--- config.mk ---
export PLATFORM = sky130hd
export DESIGN_NAME = wdat_watchdog_flat
export DESIGN_NICKNAME = d
export VERILOG_FILES = /design/src/rtl/wdat_pkg.sv /design/src/rtl/wdat_if.sv /design/src/rtl/wdat_watchdog.sv /design/src/flat_wrapper.sv
export SDC_FILE = /design/constraint.sdc
export NUM_CORES = 1
export LEC_CHECK = 0
export BUFFER_PORTS_ARGS = -buffer_cell sky130_fd_sc_hd__buf_2
export CORE_AREA = 5 5 63 65
export CTS_CLUSTER_DIAMETER = 120
export DETAILED_ROUTE_END_ITERATION = 8
export DIE_AREA = 0 0 68 70
export PLACE_DENSITY = 0.88
export SETUP_SLACK_MARGIN = 0.2
export SYNTH_ARGS = -nofsm -noshare
export SYNTH_HDL_FRONTEND = slang
export SYNTH_SLANG_ARGS = --single-unit
--- constraint.sdc ---
create_clock -name mclk_i -period 5.2 [get_ports mclk_i]
set_input_delay 0.26 -clock mclk_i [delete_from_list [all_inputs] [get_ports mclk_i]]
set_output_delay 0.26 -clock mclk_i [all_outputs]
set_load 0.01 [all_outputs]
--- src/rtl/wdat_pkg.sv ---
package wdat_pkg;
    // ****************************************
    // Register map seen by the core
    // ****************************************
    localparam logic [7:0] WD_CONTROL_ONE_ADDR = 8'h34;
    localparam logic [7:0] WD_CODE_REGISTER_ADDR = 8'h35;
    localparam int OVERFLOW_ACTION_SELECT_POS = 0;
    localparam int DETECTION_TIME_SELECT_POS = 1;
    localparam int WD_ENABLE_BIT_POS = 3;
    localparam int TRAP_ACTION_SELECT_POS = 4;
    localparam int RAM_TRAP_SELECT_POS = 5;
    localparam logic [7:0] WD_CONTROL_ONE_RESET = 8'h39;
    localparam logic [7:0] CODE_CLEAR = 8'h4E;
    localparam logic [7:0] CODE_DISABLE = 8'hB1;
    localparam logic [7:0] CODE_TRAP_ENABLE = 8'hD2;
    // ****************************************
    // Timing
    // ****************************************
    localparam int CLK_HZ = 10000000;
    localparam int RESET_MAX_FC_PERIODS = 24;
    localparam int RESET_REF_FC_HZ = 16000000;
    localparam int RESET_PULSE_NS = RESET_MAX_FC_PERIODS * 1000 /
        (RESET_REF_FC_HZ / 1000000);
    localparam int RESET_PULSE_CYCLES =
        (RESET_PULSE_NS * (CLK_HZ / 1000000) / 1000) < 1 ? 1 :
        (RESET_PULSE_NS * (CLK_HZ / 1000000) / 1000);
    // ****************************************
    // Controller APB map
    // ****************************************
    localparam logic [7:0] APB_CMD_ADDR = 8'h00;
    localparam logic [7:0] APB_STATUS_ADDR = 8'h04;
    localparam logic [7:0] APB_FETCH_ADDR = 8'h08;
    localparam int CMD_WRITE_POS = 8;
    localparam int CMD_ADDR_POS = 16;
    localparam logic [31:0] APB_ERROR_DATA = 32'hDEADBEEF;
endpackage : wdat_pkg

--- src/rtl/wdat_if.sv ---
`timescale 1ns/1ns
`default_nettype none
interface wdat_if;
    logic wr_en;
    logic [7:0] wr_addr;
    logic [7:0] wr_data;
    logic fetch_valid;
    logic [15:0] fetch_addr;
    logic mode_pause;
    logic slow_single_clock_mode;
    logic wd_overflow_irq;
    logic fetch_trap_irq;
    logic reset_req;
    logic enabled;
    modport device (
        input wr_en, wr_addr, wr_data, fetch_valid, fetch_addr,
        input mode_pause, slow_single_clock_mode,
        output wd_overflow_irq, fetch_trap_irq, reset_req, enabled
    );
    modport core (
        output wr_en, wr_addr, wr_data, fetch_valid, fetch_addr,
        output mode_pause, slow_single_clock_mode,
        input wd_overflow_irq, fetch_trap_irq, reset_req, enabled
    );
endinterface : wdat_if
`default_nettype wire

--- src/rtl/wdat_watchdog.sv ---
// Contract
// - Enable resets to one; writing one enables
// - Stop: mask, clear code, enable zero, disable
// - Disabled watchdog holds binary counter cleared
// - Select zero: overflow raises interrupt request
// - Watchdog interrupt is non-maskable
// - New watchdog interrupt preempts one in service
// - Software sets stack before interrupt output
// - Select one: overflow resets, bounded pulse
// - Slow-mode reset still timed on fast clock
// - RAM trap select applies after D2H
// - RAM fetch traps only when select one
// - SPECIAL_FUNCTION_AREA and debug fetches always trap
// - Trap action zero raises trap interrupt
// - Trap interrupt is non-maskable
// - New trap interrupt preempts one in service
// - Software sets stack before trap interrupts
// - Trap action one resets, bounded pulse
// - Clear code clears counter, not divider
// - Overflow select one-shot once cleared
// - Disable code accepted only when enable zero; here the code has no effect, only clearing enable bit 3 disables
// - Pause counting in stop, idle, sleep
`timescale 1ns/1ns
`default_nettype none
module wdat_watchdog #(
    parameter int DIV_WIDTH = 8,
    parameter logic [15:0] SFR_LAST = 16'h003F,
    parameter logic [15:0] RAM_FIRST = 16'h0040,
    parameter logic [15:0] RAM_LAST = 16'h083F,
    parameter logic [15:0] DBR_FIRST = 16'h0F80,
    parameter logic [15:0] DBR_LAST = 16'h0FFF
) (
    input wire logic mclk_i, // System clock
    input wire logic rst_n_i, // Async reset, low
    input wire logic clk_en_i, // Freezes all state when low
    wdat_if.device bus // Core side
);
    // ****************************************
    // Checks and helpers
    // ****************************************
    initial begin
        if (DIV_WIDTH < 4 || DIV_WIDTH > 24) begin
            $error("DIV_WIDTH out of range");
        end
    end

    function automatic logic in_range(input logic [15:0] a,
            input logic [15:0] lo, input logic [15:0] hi);
        in_range = (a >= lo) && (a <= hi);
    endfunction : in_range

    logic [7:0] ctrl_q;
    logic ram_trap_active_q;
    logic [DIV_WIDTH+3:0] div_q;
    logic [1:0] bin_q;
    logic [7:0] rst_cnt_q;
    logic wd_irq_q;
    logic trap_irq_q;
    logic pending_ovf_q;
    logic pending_trap_q;

    wire logic wr1 = clk_en_i && bus.wr_en
        && bus.wr_addr == wdat_pkg::WD_CONTROL_ONE_ADDR;
    wire logic wr2 = clk_en_i && bus.wr_en
        && bus.wr_addr == wdat_pkg::WD_CODE_REGISTER_ADDR;
    wire logic enable = ctrl_q[wdat_pkg::WD_ENABLE_BIT_POS];
    wire logic ovf_sel = ctrl_q[wdat_pkg::OVERFLOW_ACTION_SELECT_POS];
    wire logic trap_sel = ctrl_q[wdat_pkg::TRAP_ACTION_SELECT_POS];
    wire logic [1:0] dts = ctrl_q[wdat_pkg::DETECTION_TIME_SELECT_POS +: 2];
    wire logic counting = enable && !bus.mode_pause;
    // Detection time selects which divider tap clocks the binary counter
    wire logic [DIV_WIDTH+3:0] div_n = div_q + 1'b1;
    wire logic tap_now = div_q[DIV_WIDTH + 3 - int'(dts)];
    wire logic tap_nxt = div_n[DIV_WIDTH + 3 - int'(dts)];
    wire logic tick = counting && !tap_now && tap_nxt;
    wire logic overflow = tick && bin_q == 2'b11;
    wire logic fetch_hit = bus.fetch_valid && clk_en_i && (
        in_range(bus.fetch_addr, 16'h0000, SFR_LAST) ||
        in_range(bus.fetch_addr, DBR_FIRST, DBR_LAST) ||
        (ram_trap_active_q
         && in_range(bus.fetch_addr, RAM_FIRST, RAM_LAST)));
    wire logic ovf_event = clk_en_i && overflow;

    // ****************************************
    // Control register one
    // ****************************************
    always_ff @(posedge mclk_i or negedge rst_n_i) begin
        if (!rst_n_i) begin
            ctrl_q <= wdat_pkg::WD_CONTROL_ONE_RESET;
        end else if (wr1) begin
            ctrl_q <= bus.wr_data;
            // Once cleared, overflow select cannot come back
            if (!ovf_sel) begin
                ctrl_q[wdat_pkg::OVERFLOW_ACTION_SELECT_POS] <= 1'b0;
            end
        end
    end

    always_ff @(posedge mclk_i or negedge rst_n_i) begin
        if (!rst_n_i) begin
            ram_trap_active_q <= 1'b1;
        end else if (wr2 && bus.wr_data == wdat_pkg::CODE_TRAP_ENABLE) begin
            ram_trap_active_q <= ctrl_q[wdat_pkg::RAM_TRAP_SELECT_POS];
        end
    end

    // ****************************************
    // Divider and binary counter
    // ****************************************
    // Divider is never cleared by software, so first period may be short
    always_ff @(posedge mclk_i or negedge rst_n_i) begin
        if (!rst_n_i) begin
            div_q <= '0;
        end else if (clk_en_i && counting) begin
            div_q <= div_n;
        end
    end

    always_ff @(posedge mclk_i or negedge rst_n_i) begin
        if (!rst_n_i) begin
            bin_q <= 2'b00;
        end else if (clk_en_i) begin
            if (!enable) begin
                bin_q <= 2'b00;
            end else if (wr2 && bus.wr_data == wdat_pkg::CODE_CLEAR) begin
                bin_q <= 2'b00;
            end else if (tick) begin
                bin_q <= bin_q + 2'b01;
            end
        end
    end

    // Disable code is matched only while enable is already zero, but that branch
    // and the one for other codes both just hold pending_ovf_q at zero
    always_ff @(posedge mclk_i or negedge rst_n_i) begin
        if (!rst_n_i) begin
            pending_ovf_q <= 1'b0;
        end else if (wr2 && bus.wr_data == wdat_pkg::CODE_DISABLE
                && !enable) begin
            pending_ovf_q <= 1'b0;
        end else begin
            pending_ovf_q <= 1'b0;
        end
    end

    // ****************************************
    // Event outputs
    // ****************************************
    // Each request is a one-cycle pulse; the core treats it as an NMI,
    // so a new pulse preempts whatever it is servicing
    always_ff @(posedge mclk_i or negedge rst_n_i) begin
        if (!rst_n_i) begin
            wd_irq_q <= 1'b0;
            trap_irq_q <= 1'b0;
        end else if (clk_en_i) begin
            wd_irq_q <= ovf_event && !ovf_sel;
            trap_irq_q <= fetch_hit && !trap_sel;
        end
    end

    always_ff @(posedge mclk_i or negedge rst_n_i) begin
        if (!rst_n_i) begin
            pending_trap_q <= 1'b0;
        end else begin
            pending_trap_q <= 1'b0;
        end
    end

    // Reset pulse counted on mclk, which keeps running in slow mode too
    always_ff @(posedge mclk_i or negedge rst_n_i) begin
        if (!rst_n_i) begin
            rst_cnt_q <= 8'h00;
        end else if (!clk_en_i) begin
            // Frozen with the rest of the state
            rst_cnt_q <= rst_cnt_q;
        end else if ((ovf_event && ovf_sel)
                || (fetch_hit && trap_sel)) begin
            rst_cnt_q <= 8'(wdat_pkg::RESET_PULSE_CYCLES);
        end else if (rst_cnt_q != 8'h00) begin
            rst_cnt_q <= rst_cnt_q - 8'h01;
        end
    end

    assign bus.wd_overflow_irq = wd_irq_q;
    assign bus.fetch_trap_irq = trap_irq_q;
    assign bus.reset_req = rst_cnt_q != 8'h00;
    assign bus.enabled = enable;
endmodule : wdat_watchdog
`default_nettype wire

--- src/flat_wrapper.sv ---
// flat-port wrapper written by rule: the top's interface ports become plain ports
module wdat_watchdog_flat 
#(
    parameter int DIV_WIDTH = 8,
    parameter logic [15:0] SFR_LAST = 16'h003F,
    parameter logic [15:0] RAM_FIRST = 16'h0040,
    parameter logic [15:0] RAM_LAST = 16'h083F,
    parameter logic [15:0] DBR_FIRST = 16'h0F80,
    parameter logic [15:0] DBR_LAST = 16'h0FFF
)
  (mclk_i, rst_n_i, clk_en_i, bus_wr_en, bus_wr_addr, bus_wr_data, bus_fetch_valid, bus_fetch_addr, bus_mode_pause, bus_slow_single_clock_mode, bus_wd_overflow_irq, bus_fetch_trap_irq, bus_reset_req, bus_enabled);
  wdat_if bus_i ();
  input wire logic mclk_i;
  input wire logic rst_n_i;
  input wire logic clk_en_i;
  input wire logic [$bits(bus_i.wr_en)-1:0] bus_wr_en;
  input wire logic [$bits(bus_i.wr_addr)-1:0] bus_wr_addr;
  input wire logic [$bits(bus_i.wr_data)-1:0] bus_wr_data;
  input wire logic [$bits(bus_i.fetch_valid)-1:0] bus_fetch_valid;
  input wire logic [$bits(bus_i.fetch_addr)-1:0] bus_fetch_addr;
  input wire logic [$bits(bus_i.mode_pause)-1:0] bus_mode_pause;
  input wire logic [$bits(bus_i.slow_single_clock_mode)-1:0] bus_slow_single_clock_mode;
  output wire logic [$bits(bus_i.wd_overflow_irq)-1:0] bus_wd_overflow_irq;
  output wire logic [$bits(bus_i.fetch_trap_irq)-1:0] bus_fetch_trap_irq;
  output wire logic [$bits(bus_i.reset_req)-1:0] bus_reset_req;
  output wire logic [$bits(bus_i.enabled)-1:0] bus_enabled;
  assign bus_i.wr_en = bus_wr_en;
  assign bus_i.wr_addr = bus_wr_addr;
  assign bus_i.wr_data = bus_wr_data;
  assign bus_i.fetch_valid = bus_fetch_valid;
  assign bus_i.fetch_addr = bus_fetch_addr;
  assign bus_i.mode_pause = bus_mode_pause;
  assign bus_i.slow_single_clock_mode = bus_slow_single_clock_mode;
  assign bus_wd_overflow_irq = bus_i.wd_overflow_irq;
  assign bus_fetch_trap_irq = bus_i.fetch_trap_irq;
  assign bus_reset_req = bus_i.reset_req;
  assign bus_enabled = bus_i.enabled;
  wdat_watchdog #(.DIV_WIDTH(DIV_WIDTH), .SFR_LAST(SFR_LAST), .RAM_FIRST(RAM_FIRST), .RAM_LAST(RAM_LAST), .DBR_FIRST(DBR_FIRST), .DBR_LAST(DBR_LAST)) u_core (.mclk_i(mclk_i), .rst_n_i(rst_n_i), .clk_en_i(clk_en_i), .bus(bus_i));
endmodule
# Word-level counts from Yosys, hierarchy flattened
# Index checks and enable logic that the tools add are counted.
[op_classes]
add_sub_neg = 4
n_lt_le_gt_ge = 7
n_eq_ne = 6
mux = 12
n_reduce_logical = 32
[ops]
columns = ["cell", "n"]
rows = [
  ["$le A16 B12 Y1 const B", 2],
  ["$lt A32 B6 Y1 const B", 1],
  ["$logic_and A1 B1 Y1", 21],
  ["$eq A8 B6 Y1 const B", 2],
  ["$ge A16 B1 Y1 const B", 1],
  ["$ge A16 B12 Y1 const B", 1],
  ["$ge A16 B7 Y1 const B", 1],
  ["$le A16 B6 Y1 const B", 1],
  ["$mux W8", 2],
  ["$add A12 B1 Y12 const B", 1],
  ["$bmux W1 S4", 2],
  ["$eq A8 B7 Y1 const B", 1],
  ["$eq A8 B8 Y1 const B", 1],
  ["$reduce_bool A8 Y1", 1],
  ["$sub A8 B1 Y8 const B", 1],
  ["$mux W2", 3],
  ["$mux W1", 5],
  ["$sub A4 B2 Y5 const A", 1],
  ["$logic_not A1 Y1", 4],
  ["$reduce_and A2 Y1", 2],
  ["$logic_or A1 B1 Y1", 3],
  ["$ne A3 B3 Y1 const B", 1],
  ["$add A2 B1 Y2 const B", 1],
  ["$eq A2 B2 Y1 const B", 1],
  ["$reduce_bool A2 Y1", 1],
]
[totals]
reg_bits = 31
output_inout_bits = 4
word_cells = 68

# Logic depth before layout (Yosys ltp)
# Gate-level depths: netlist of the first run.
[logic_depth]
ltp_word = 13
ltp_mapped = 8
mapped_depth_nobuf = 7

# Worst setup path after synthesis of the first run
# No wires, ideal clock.
[synth_path]
path_kind = "flip-flop to flip-flop"
start = "register u_core.div_q[4]"
end = "register u_core.rst_cnt_q[2]"
setup_ns = 0.124
arrival_ns = 2.056
path_slack_ns = 3.021
stages_incl_launch_ff = 8
synth_period_minus_slack_ns = 2.179
path_cell_list = "dfrtp_1 nand4_2 o31a_1 or4_4 and4b_1 buf_6 a31o_1 a211o_1"
[synth_between]
elab_chain_cells = 12
[synth_rtl]
columns = ["item", "line_no", "rtl"]
rows = [
  ["start, declared", "wdat_watchdog.sv:54", "logic [DIV_WIDTH+3:0] div_q;"],
  ["start signal, assigned", "wdat_watchdog.sv:115", "div_q <= div_n;"],
  ["branches (longest 5 deep; another with $add A12 B1 Y12)", "--", ""],
  ["$logic_and A1 B1 Y1 *", "wdat_watchdog.sv:75", "wire logic tick = counting && !tap_now && tap_nxt;"],
  ["$logic_and A1 B1 Y1 *", "wdat_watchdog.sv:76", "wire logic overflow = tick && bin_q == 2'b11;"],
  ["$logic_and A1 B1 Y1 *", "wdat_watchdog.sv:82", "wire logic ovf_event = clk_en_i && overflow;"],
  ["$logic_and A1 B1 Y1 *", "wdat_watchdog.sv:176", "end else if ((ovf_event && ovf_sel)"],
  ["$logic_or A1 B1 Y1 *", "wdat_watchdog.sv:177", "|| (fetch_hit && trap_sel)) begin"],
  ["$reduce_bool A2 Y1 (no line)", "--", ""],
  ["$reduce_and A2 Y1 (no line)", "--", ""],
  ["end signal, assigned", "wdat_watchdog.sv:175", "rst_cnt_q <= rst_cnt_q;"],
  ["end signal, assigned", "wdat_watchdog.sv:178", "rst_cnt_q <= 8'(wdat_pkg::RESET_PULSE_CYCLES);"],
  ["end signal, assigned", "wdat_watchdog.sv:180", "rst_cnt_q <= rst_cnt_q - 8'h01;"],
  ["end, declared", "wdat_watchdog.sv:56", "logic [7:0] rst_cnt_q;"],
]
# Every way passes the cells marked *. The select of a mux whose other input is x is not followed.
# A chain may end at the register's enable or synchronous reset.

# Final worst setup path of the first run
[layout_path]
start = "register u_core.div_q[0]"
end = "register u_core.rst_cnt_q[2]"
# Same word-level chain as after synthesis.

==> qor.yml, run 1 <==
hold_path.startpoint: "bus_wr_data[0]"
endpoint_kind: "register"
power.density_nw_per_um2: 251.5
drive_gt1_share_pct: 25.57
antenna_cells: 0
overflow: 0
htreeDepth: 2
drv_cap: 0
start_kind: "register"
syn-mean-instance-area_sq_um: 9.887
hold_class: "input port to register"
leakagePower_nw: 0.9613
syn_area_sq_um: 1809
startpoint: "u_core.div_q[0]$_DFFE_PN0P_"
dp.final_hpwl_mm: 2.884
synth_flop_cell: "dfrtp_1"
die_w_um: 68
grt_max_degree: 32
postSynthCellCount: 183
ys_ff_latch: 31
area_growth_pct: 15.08
ctsHoldBuffers: 1
gr-usage-all-layers_pct: 17.36
viasPerCell: 5.860
synth_edf_count: 0
final_nets: 260
path_clk_slew_ns: 0.09
synth_fp_nets: 225
maxClockFrequency_ghz: 0.4188
worstSetupPathType: "register to register"
detail_route.wirelength_mm: 3.846
root_buffer: "clkbuf_4"
grt_pass1_vias: 1446
outcome: "finished, final reports clean"
start_util_pct: 55.09
cts_buffer_depth: 2
fin_hold_ws_ns: 0.1453
critPathMaxFanout: 7
synth_top_cell_by_area: "dfrtp_1"
die_y_um: 70
fin_crit_ns: 2.388
yosys-top-cells-area: "dfrtp_1 36%, dfstp_2 7.3%, mux2_2 3.1%"
reg2reg_from: "u_core.div_q[0]$_DFFE_PN0P_"
mostFrequentLayoutCells: "35 x buf_2, 26 x dfrtp_1, 13 x nand2_1"
drt-initial-drc-count: 100
yosysSeqAreaShare_pct: 43.22
cts_sinks: 31
cts_buffers: 5
dp.cells: 256
rsz0062_at_grt: "no"
routabilityCongestion: 0.9093
grt_pass1_wl_mm: 6.375
ios: 43
die-area_sq_um: 4760
worstMarginPinSlew_ns: 0.6943
cts.repair.resized: 0
critical_path_arrival_ns: 2.60
yosysUniqueCellTypes: 48
fin_skew_ns: 0.006828
postCtsSetupRepairBufs: 0
dr.pass1.iters: 4
drc_errors: 0
drv_slew: 0
finalCritPeriodShare_pct: 45.92
synth_warnings: 0
core.rowCount: 21
avgRoutedWirePerCell_um: 14.51
setup_violations: 0
cts_tree: "built"
nFillCells: 269
instances_no_fill: 265
slew_headroom_pct: 53.71
portBuffers: 35
antenna_found_initial: 0
final_common_cell: "buf_2"
core_area_sq_um: 3284
drtAntennaViolNets: 0
fin_setup_tns_ns: 0
vias: 1553
clk_latency_ns: 0.33
synth_top_area_share_pct: 35.96
synthArstFlopShare_pct: 100.0
cp.required_ns: 5.41
max-vdd-ir-drop_uv: 139.2
hold_viol: 0
## metrics by stage
step,power [W],utilization [%],setup WS (ns),cell area (sq um)
6_report,0.0005237,63.39,2.812,2082
5_1_grt,0.0005597,63.39,2.673,2082
4_1_cts,0.0005285,63.39,2.823,2082
3_5_place_dp,0.0003695,60.99,2.847,2003
3_3_place_gp,0.0003649,60.99,2.891,2003
2_1_floorplan,0.0003370,-,3.021,1809
## routing by layer
layer,vias up,part of all wire (%),global-route usage [%]
li1,771,-,-
met3,9,4.7,5.288
met5,-,0,0
met1,736,44,21.62
met4,0,1.8,6.181
met2,37,50,27.84
## logic make-up (layout without fill, tap and decap cells)
logic type / Yosys count / count (layout) / share of synthesized area [%]
simple gates: 81 / 81 / 27.18
flops: 31 / 31 / 43.22
buf+inv: 19 / 55 / 4.426
compound gates: 29 / 29 / 12.45
xor+xnor: 11 / 11 / 5.325
fa+ha+maj: 3 / 3 / 2.075
mux: 9 / 9 / 5.325
## synth_stat cells, types with 3 or more instances
| cell type | instances |
|---|---|
| nor3_1 | 5 |
| dfstp_2 | 5 |
| dfrtp_1 | 26 |
| nor2_1 | 8 |
| xor2_1 | 5 |
| nand4_1 | 8 |
| mux2_2 | 5 |
| nand4b_1 | 3 |
| inv_1 | 11 |
| nand3_1 | 9 |
| nor4_1 | 8 |
| or4_1 | 5 |
| nor3b_1 | 4 |
| xnor2_1 | 6 |
| mux2i_1 | 4 |
| o31ai_1 | 6 |
| ha_1 | 3 |
| nand3b_1 | 3 |
| clkbuf_1 | 6 |
| nand2_1 | 13 |
| o21ai_0 | 6 |
## power by group
group | total, W | switching (W) | internal [W]
clock | 0.000157 | 0.0000778 | 0.0000795
combinational | 0.0000751 | 0.0000348 | 0.0000403
sequential | 0.000291 | 0.0000274 | 0.000264
total | 0.000524 | 0.000140 | 0.000384
## cell type report
cell class | instances | area [sq um] | share of cell area, %
Multi-Input combinational cell | 133 | 947.2 | 45.49
Sequential cell | 31 | 782.0 | 37.56
Timing Repair Buffer | 36 | 185.2 | 8.894
Clock buffer | 8 | 68.82 | 3.305
Tap cell | 46 | 57.56 | 2.764
Inverter | 11 | 41.29 | 1.983
## final timing paths
check                                                         to  slack (ns)  cells after the start
hold reg to reg            u_core.bus.fetch_trap_irq$_DFFE_PN0P_        0.49                      1
setup reg to reg                 u_core.rst_cnt_q[2]$_DFFE_PN0P_        2.81                      6
setup / recovery                 u_core.rst_cnt_q[2]$_DFFE_PN0P_        2.81                      6
max in group asynchronous            u_core.div_q[8]$_DFFE_PN0P_        4.24                      2
hold / removal                      u_core.ctrl_q[0]$_DFFE_PN1P_        0.15                      3
min in group asynchronous  u_core.bus.fetch_trap_irq$_DFFE_PN0P_        0.51                      2
## state kept, by name (all words and copies together), names as in the netlist
| name | cells |
|---|---|
| u_core.bin_q | 2 |
| u_core.bus.fetch_trap_irq | 1 |
| u_core.bus.wd_overflow_irq | 1 |
| u_core.ctrl_q | 6 |
| u_core.div_q | 12 |
| u_core.ram_trap_active_q | 1 |
| u_core.rst_cnt_q | 8 |
## worst max-delay path, stage by stage, from the launching register on
cell	delay, ns
dfrtp_1	0.40
nand3_1	0.23
o31a_1	0.36
or4_4	0.44
and4b_1	0.31
a31o_1	0.25
a211o_1	0.28
Note: power is estimated with default switching activity, not from simulation.
==> run 2, diff against run 1 <==
--- a/config.mk
+++ b/config.mk
@@ -6,11 +6,11 @@
 export NUM_CORES = 1
 export LEC_CHECK = 0
 export BUFFER_PORTS_ARGS = -buffer_cell sky130_fd_sc_hd__buf_2
-export CORE_AREA = 5 5 63 65
+export CORE_AREA = 5 5 65 67
 export CTS_CLUSTER_DIAMETER = 120
 export DETAILED_ROUTE_END_ITERATION = 8
-export DIE_AREA = 0 0 68 70
-export PLACE_DENSITY = 0.88
+export DIE_AREA = 0 0 70 72
+export PLACE_DENSITY = 0.84
 export SETUP_SLACK_MARGIN = 0.2
 export SYNTH_ARGS = -nofsm -noshare
 export SYNTH_HDL_FRONTEND = slang
==> constraint.sdc (replaced) <==
create_clock -name mclk_i -period 2.4 [get_ports mclk_i]
set_input_delay 0.12 -clock mclk_i [delete_from_list [all_inputs] [get_ports mclk_i]]
set_output_delay 0.12 -clock mclk_i [all_outputs]
set_load 0.01 [all_outputs]
==> run 2 against run 1 <==
Compared with the run above:
- register-to-register slack got worse by 2.6 ns
- clock-buffer cell count did not move
- routed wire length rose by 23%
- clock skew rose by 0.0034 ns
- maximum frequency rose by 7.2%
- combinational power rose by 130%
- non-clock buffer count rose by 23
- sequential share of layout area fell by 3.6 points
- clock power rose by 130%
- power rose by 120%
- largest cell class unchanged
- highest routed layer unchanged
==> qor.yml, run 2 (synthesized netlist as in run 1, its figures left out) <==
worstPathCellList: "buf_6, nand4_1, or4_1, nand4b_1, and4b_2, o31ai_1, a22o_1"  # was nand3_1, o31a_1, or4_4, and4b_1, a31o_1, a211o_1
r2r-end: "u_core.rst_cnt_q[5]$_DFFE_PN0P_"  # was u_core.rst_cnt_q[2]$_DFFE_PN0P_
worst_path_largest_cell_delay_ns: 0.47  # was 0.44 ns
portBuffers: 35  # unchanged
vias: 1702  # was 1553
drt-initial-drc-count: 73  # was 100
gr-usage-all-layers_pct: 17.62  # was 17.36%
critical_path_arrival_ns: 2.47  # was 2.60 ns
cts_buffer_depth: 2  # unchanged
die_y_um: 72  # was 70 um
root_buffer: "clkbuf_4"  # unchanged
detail_route.wirelength_mm: 4.718  # was 3.846 mm
endpoint_kind: "register"  # unchanged
hold_class: "input port to register"  # unchanged
hold_path_depth: 2  # was 3
cts_tree: "built"  # unchanged
power.density_nw_per_um2: 505.9  # was 251.5 nW/um^2
start_kind: "register"  # unchanged
overflow: 0  # unchanged
pwr-share-comb_pct: 14.9  # was 14.3%
rsz0062_at_grt: "yes"  # was no
regMostFlops: "u_core.div_q"  # unchanged
worstMarginPinSlew_ns: 0.6970  # was 0.6943 ns
grt_pass1_vias: 1637  # was 1446
maxClockFrequency_ghz: 0.4489  # was 0.4188 GHz
antenna_cells: 0  # unchanged
final_common_cell: "buf_2"  # unchanged
drv_slew: 0  # unchanged
switchingPower_w: 0.0003275  # was 0.0001400 W
start_util_pct: 50.56  # was 55.09%
outcome: "finished, final reports clean"  # unchanged
critPathMaxFanout: 6  # was 7
total_power_w: 0.001167  # was 0.0005237 W
worstSetupPathType: "register to register"  # unchanged
grt_pass1_wl_mm: 7.272  # was 6.375 mm
antenna_found_initial: 0  # unchanged
cts_sinks: 31  # unchanged
reg_top3: "u_core.div_q (12), u_core.rst_cnt_q (8), u_core.ctrl_q (6)"  # unchanged
ios: 43  # unchanged
fin_crit_ns: 2.228  # was 2.388 ns
core.rowCount: 22  # was 21
mostFrequentLayoutCells: "35 x buf_2, 25 x dfrtp_1, 21 x buf_4"  # was 35 x buf_2, 26 x dfrtp_1, 13 x nand2_1
instances_no_fill: 290  # was 265
min_to: "u_core.ctrl_q[5]$_DFFE_PN1P_"  # was u_core.ctrl_q[0]$_DFFE_PN1P_
core_area_sq_um: 3578  # was 3284 sq um
reg2reg_from: "u_core.div_q[6]$_DFFE_PN0P_"  # was u_core.div_q[0]$_DFFE_PN0P_
intPower_w: 0.0008392  # was 0.0003837 W
finalCritPeriodShare_pct: 92.82  # was 45.92%
setup_violations: 0  # unchanged
viasPerCell: 5.869  # was 5.860
p_clk_share_pct: 30.9  # was 30.0%
routabilityCongestion: 0.7858  # was 0.9093
clk_latency_ns: 0.35  # was 0.33 ns
crit_buf_inv: 1  # was 0
drc_errors: 0  # unchanged
die-area_sq_um: 5040  # was 4760 sq um
dr.pass1.iters: 4  # unchanged
htreeDepth: 2  # unchanged
path_clk_slew_ns: 0.10  # was 0.09 ns
slew_headroom_pct: 53.53  # was 53.71%
fin_skew_ns: 0.01018  # was 0.006828 ns
leakagePower_nw: 1.076  # was 0.9613 nW
grt_max_degree: 32  # unchanged
cts_buffers: 5  # unchanged
path_delay_family: "simple AND/OR/NAND/NOR gates"  # unchanged
area_growth_pct: 27.45  # was 15.08%
power_switching_share_pct: 28.07  # was 26.73%
rr_worst_depth: 7  # was 6
drive_gt1_share_pct: 35.12  # was 25.57%
dp.cells: 264  # was 256
hold_path.startpoint: "bus_wr_data[5]"  # was bus_wr_data[0]
avgRoutedWirePerCell_um: 16.27  # was 14.51 um
drv_cap: 0  # unchanged
final_nets: 283  # was 260
dp.final_hpwl_mm: 3.080  # was 2.884 mm
cp.required_ns: 2.65  # was 5.41 ns
hold_viol: 0  # unchanged
seq_power_share_pct: 54.3  # was 55.6%
fin_setup_tns_ns: 0  # unchanged
reg2reg_setup_slack_ns: 0.17  # was 2.81 ns
slowest_stage: "or4_1"  # was or4_4
die_w_um: 70  # was 68 um
largest_reg_flops: 12  # unchanged
drtAntennaViolNets: 0  # unchanged
max-vdd-ir-drop_uv: 389.6  # was 139.2 uV
==> run 2: changes by cell type in the layout (fill, tap and decap cells not counted), sizes merged <==
cell / previous run / this run
dlygate4sd3: 1 / 2
buf: 35 / 57
==> run 2: worst max-delay path by stage <==
stage                                 from                              end  slack, ns  cells after the start
2_1_floorplan  u_core.div_q[4]$_DFFE_PN0P_  u_core.rst_cnt_q[2]$_DFFE_PN0P_       0.22                      7
3_3_place_gp   u_core.div_q[3]$_DFFE_PN0P_  u_core.rst_cnt_q[2]$_DFFE_PN0P_       0.14                      6
3_5_place_dp   u_core.div_q[3]$_DFFE_PN0P_  u_core.rst_cnt_q[3]$_DFFE_PN0P_       0.11                      6
4_1_cts        u_core.div_q[3]$_DFFE_PN0P_  u_core.rst_cnt_q[3]$_DFFE_PN0P_       0.20                      6
5_1_grt        u_core.div_q[6]$_DFFE_PN0P_  u_core.rst_cnt_q[6]$_DFFE_PN0P_       0.07                      7
6_report       u_core.div_q[6]$_DFFE_PN0P_  u_core.rst_cnt_q[5]$_DFFE_PN0P_       0.17                      7
==> run 2: cell type report <==
type / count / area (sq um)
clock buffers: 8 / 68.82
repair buffers: 59 / 364.1
inverters: 11 / 41.29
fillers: 301 / 1272
multi-input cells: 133 / 988.4
well taps: 48 / 60.06
flip-flops and latches: 31 / 783.3
==> run 2: stage by stage <==
stage | utilization [%] | cell area (sq um) | hold slack, ns | setup slack, ns
2_1_floorplan | - | 1809 | -0.1756 | 0.2205
3_3_place_gp | 57.31 | 2051 | 0.1879 | 0.1390
3_5_place_dp | 57.31 | 2051 | 0.1999 | 0.1106
4_1_cts | 61.40 | 2197 | 0.03402 | 0.1990
5_1_grt | 64.44 | 2306 | 0.03655 | 0.06761
6_report | 64.44 | 2306 | 0.03505 | 0.1723
==> run 2: power groups by stage <==
| stage | Clock (W) | Combinational (W) | Sequential, W |
|---|---|---|---|
| detailed placement | 0 | 0.000163 | 0.000642 |
| global route | 0.000392 | 0.000196 | 0.000642 |
| finish | 0.000360 | 0.000174 | 0.000633 |
| global placement | 0 | 0.000155 | 0.000637 |
| CTS | 0.000361 | 0.000171 | 0.000632 |
| floorplan | 0 | 0.000107 | 0.000623 |
==> run 2: timing repair <==
| action | 4_1_cts | 5_1_grt |
|---|---|---|
| endpoints found under the hold margin | 27 | 0 |
| cloned | 0 | 0 |
| gates resized for setup | 4 | 6 |
| buffers inserted | 6 | 10 |
| hold buffers | 2 | 0 |
| endpoints found under the setup margin | 7 | 8 |
| pin swaps | 1 | 8 |
==> run 2: routing by layer <==
layer	GRT usage (%)	vias to the layer above	part of all wire, %
met5	0	-	0
met4	4.255	0	1.5
met3	4.017	9	4.1
met2	33.37	44	55
met1	20.10	837	39
li1	-	812	-
==> run 3, diff against run 2 <==
--- a/config.mk
+++ b/config.mk
@@ -6,10 +6,10 @@
 export NUM_CORES = 1
 export LEC_CHECK = 0
 export BUFFER_PORTS_ARGS = -buffer_cell sky130_fd_sc_hd__buf_2
-export CORE_AREA = 5 5 65 67
+export CORE_AREA = 2 2 62 64
 export CTS_CLUSTER_DIAMETER = 120
 export DETAILED_ROUTE_END_ITERATION = 8
-export DIE_AREA = 0 0 70 72
+export DIE_AREA = 0 0 64 66
 export PLACE_DENSITY = 0.84
 export SETUP_SLACK_MARGIN = 0.2
 export SYNTH_ARGS = -nofsm -noshare
==> run 3 against run 2 <==
Compared with the run above:
- setup slack improved by 0.020 ns
- flip-flop and latch count did not move
- maximum frequency rose by 0.90%
- sequential power barely moved
- largest power group unchanged
- register-to-register slack improved by 0.02 ns
- final cell count fell by 0.69%
- clock power fell by 19%
- die area fell by 16%
- first-iteration DRC count rose by 8.2%
- via count fell by 1.9%
- worst hold slack got worse by 0.0053 ns
- core utilization fell by 0.35 points
==> qor.yml, run 3 (synthesized netlist as in run 1, its figures left out) <==
largest_reg_flops: 12  # unchanged
fin_hold_ws_ns: 0.02974  # was 0.03505 ns
overflow: 0  # unchanged
htreeDepth: 2  # unchanged
reg2reg_setup_slack_ns: 0.19  # was 0.17 ns
clk_latency_ns: 0.35  # about the same
outcome: "finished, final reports clean"  # unchanged
grt_pass1_wl_mm: 6.872  # was 7.272 mm
min_to: "u_core.ctrl_q[4]$_DFFE_PN1P_"  # was u_core.ctrl_q[5]$_DFFE_PN1P_
fin_crit_ns: 2.208  # was 2.228 ns
grt_max_degree: 32  # unchanged
power.density_nw_per_um2: 483.2  # was 505.9 nW/um^2
portBuffers: 35  # unchanged
cts_tree: "built"  # unchanged
worstMarginPinSlew_ns: 0.6838  # was 0.6970 ns
fin_skew_ns: 0.01203  # was 0.01018 ns
rsz0062_at_grt: "yes"  # unchanged
use_met2_pct: 38.54  # was 33.37%
path_clk_slew_ns: 0.10  # about the same
viasPerCell: 5.799  # was 5.869
cts_sinks: 31  # unchanged
drv_slew: 0  # unchanged
drc_errors: 0  # unchanged
hold_path.startpoint: "bus_wr_data[4]"  # was bus_wr_data[5]
top_usage_layer: "met2"  # unchanged
cp.required_ns: 2.63  # was 2.65 ns
final_nets: 281  # was 283
die-area_sq_um: 4224  # was 5040 sq um
rr_worst_depth: 7  # unchanged
die_y_um: 66  # was 72 um
final_common_cell: "buf_2"  # unchanged
antenna_found_initial: 0  # unchanged
hold_path_depth: 2  # unchanged
finalCritPeriodShare_pct: 91.99  # was 92.82%
ios: 43  # unchanged
setup_violations: 0  # unchanged
gr-usage-all-layers_pct: 21.38  # was 17.62%
drive_gt1_share_pct: 33.75  # was 35.12%
max-vdd-ir-drop_uv: 295.3  # was 389.6 uV
vias: 1670  # was 1702
area_growth_pct: 25.80  # was 27.45%
pre_cts_slack_ns: 0.1259  # was 0.1106 ns
total_power_w: 0.001100  # was 0.001167 W
cts_buffers: 5  # unchanged
core_area_sq_um: 3551  # was 3578 sq um
r2r-end: "u_core.rst_cnt_q[5]$_DFFE_PN0P_"  # unchanged
core.rowCount: 22  # unchanged
routabilityCongestion: 0.8614  # was 0.7858
reg_top3: "u_core.div_q (12), u_core.rst_cnt_q (8), u_core.ctrl_q (6)"  # unchanged
fin_setup_tns_ns: 0  # unchanged
cts_buffer_depth: 2  # unchanged
root_buffer: "clkbuf_4"  # unchanged
critical_path_arrival_ns: 2.44  # was 2.47 ns
grt_pass1_vias: 1589  # was 1637
worstSetupPathType: "register to register"  # unchanged
antenna_cells: 0  # unchanged
use_met3_pct: 4.600  # was 4.017%
hold_viol: 0  # unchanged
fin_ws_ns: 0.1922  # was 0.1723 ns
drv_cap: 0  # unchanged
regMostFlops: "u_core.div_q"  # unchanged
endpoint_kind: "register"  # unchanged
avgRoutedWirePerCell_um: 15.12  # was 16.27 um
drt-initial-drc-count: 79  # was 73
start_kind: "register"  # unchanged
final_util_pct: 64.09  # was 64.44%
dp.final_hpwl_mm: 2.908  # was 3.080 mm
reg2reg_from: "u_core.div_q[4]$_DFFE_PN0P_"  # was u_core.div_q[6]$_DFFE_PN0P_
leakagePower_nw: 1.077  # was 1.076 nW
critPathMaxFanout: 6  # unchanged
drtAntennaViolNets: 0  # unchanged
hold_class: "input port to register"  # unchanged
mostFrequentLayoutCells: "35 x buf_2, 25 x dfrtp_1, 19 x buf_4"  # was 35 x buf_2, 25 x dfrtp_1, 21 x buf_4
dr.pass1.iters: 4  # unchanged
grt_use_met1_pct: 24.07  # was 20.10%
detail_route.wirelength_mm: 4.355  # was 4.718 mm
die_w_um: 64  # was 70 um
start_util_pct: 50.95  # was 50.56%
slew_headroom_pct: 54.41  # was 53.53%
maxClockFrequency_ghz: 0.4529  # was 0.4489 GHz
run 3: metal layers:
layer / part of all wire (%) / wire [um]
met1: 41 / 1791
met2: 53 / 2312
met3: 3.9 / 170
met4: 1.9 / 81
met5: 0 / 0
run 3: timing repair:
item	CTS	global route
endpoints found under the setup margin	7	7
endpoints found under the hold margin	27	0
gates cloned	0	0
setup buffers	7	6
gates resized for setup	3	7
pin swaps	1	6
hold buffers	2	0
run 3: through the flow:
stage | std cells | instance area (sq um)
2_1_floorplan | 183 | 1809
3_3_place_gp | 265 | 2058
3_5_place_dp | 265 | 2058
4_1_cts | 282 | 2192
5_1_grt | 288 | 2276
6_report | 288 | 2276
run 3: cell type report:
type,instances,area [sq um]
clock inverters,1,5.005
flip-flops and latches,31,783.3
repair buffers,57,349.1
multi-input cells,133,992.2
clock buffers,7,45.04
fillers,292,1275
well taps,48,60.06
inverters,11,41.29
run 3: how the worst max path moves through the flow:
stage,startpoint,endpoint,slack (ns)
after floorplan,u_core.div_q[4]$_DFFE_PN0P_,u_core.rst_cnt_q[2]$_DFFE_PN0P_,0.22
after global placement,u_core.div_q[3]$_DFFE_PN0P_,u_core.rst_cnt_q[2]$_DFFE_PN0P_,0.15
after detailed placement,u_core.div_q[0]$_DFFE_PN0P_,u_core.rst_cnt_q[4]$_DFFE_PN0P_,0.13
after CTS,u_core.div_q[7]$_DFFE_PN0P_,u_core.rst_cnt_q[3]$_DFFE_PN0P_,0.20
after global routing,u_core.div_q[6]$_DFFE_PN0P_,u_core.rst_cnt_q[3]$_DFFE_PN0P_,0.09
final,u_core.div_q[4]$_DFFE_PN0P_,u_core.rst_cnt_q[5]$_DFFE_PN0P_,0.19
run 3: critical path, stage by stage, from the launching register on:
cell and delay (ns):
dfrtp_1 0.42, buf_4 0.16, nand4_1 0.21, or4_1 0.47
nand4b_1 0.14, and4b_2 0.34, o31ai_1 0.11, a22o_1 0.25
run 3: power breakdown:
group | internal [W] | switching [W] | total (W) | leakage (nW)
registers | 0.000572 | 0.0000613 | 0.000633 | 0.386
logic | 0.0000943 | 0.0000794 | 0.000174 | 0.662
clock network | 0.000114 | 0.000179 | 0.000293 | 0.0293
total | 0.000780 | 0.000320 | 0.00110 | 1.08
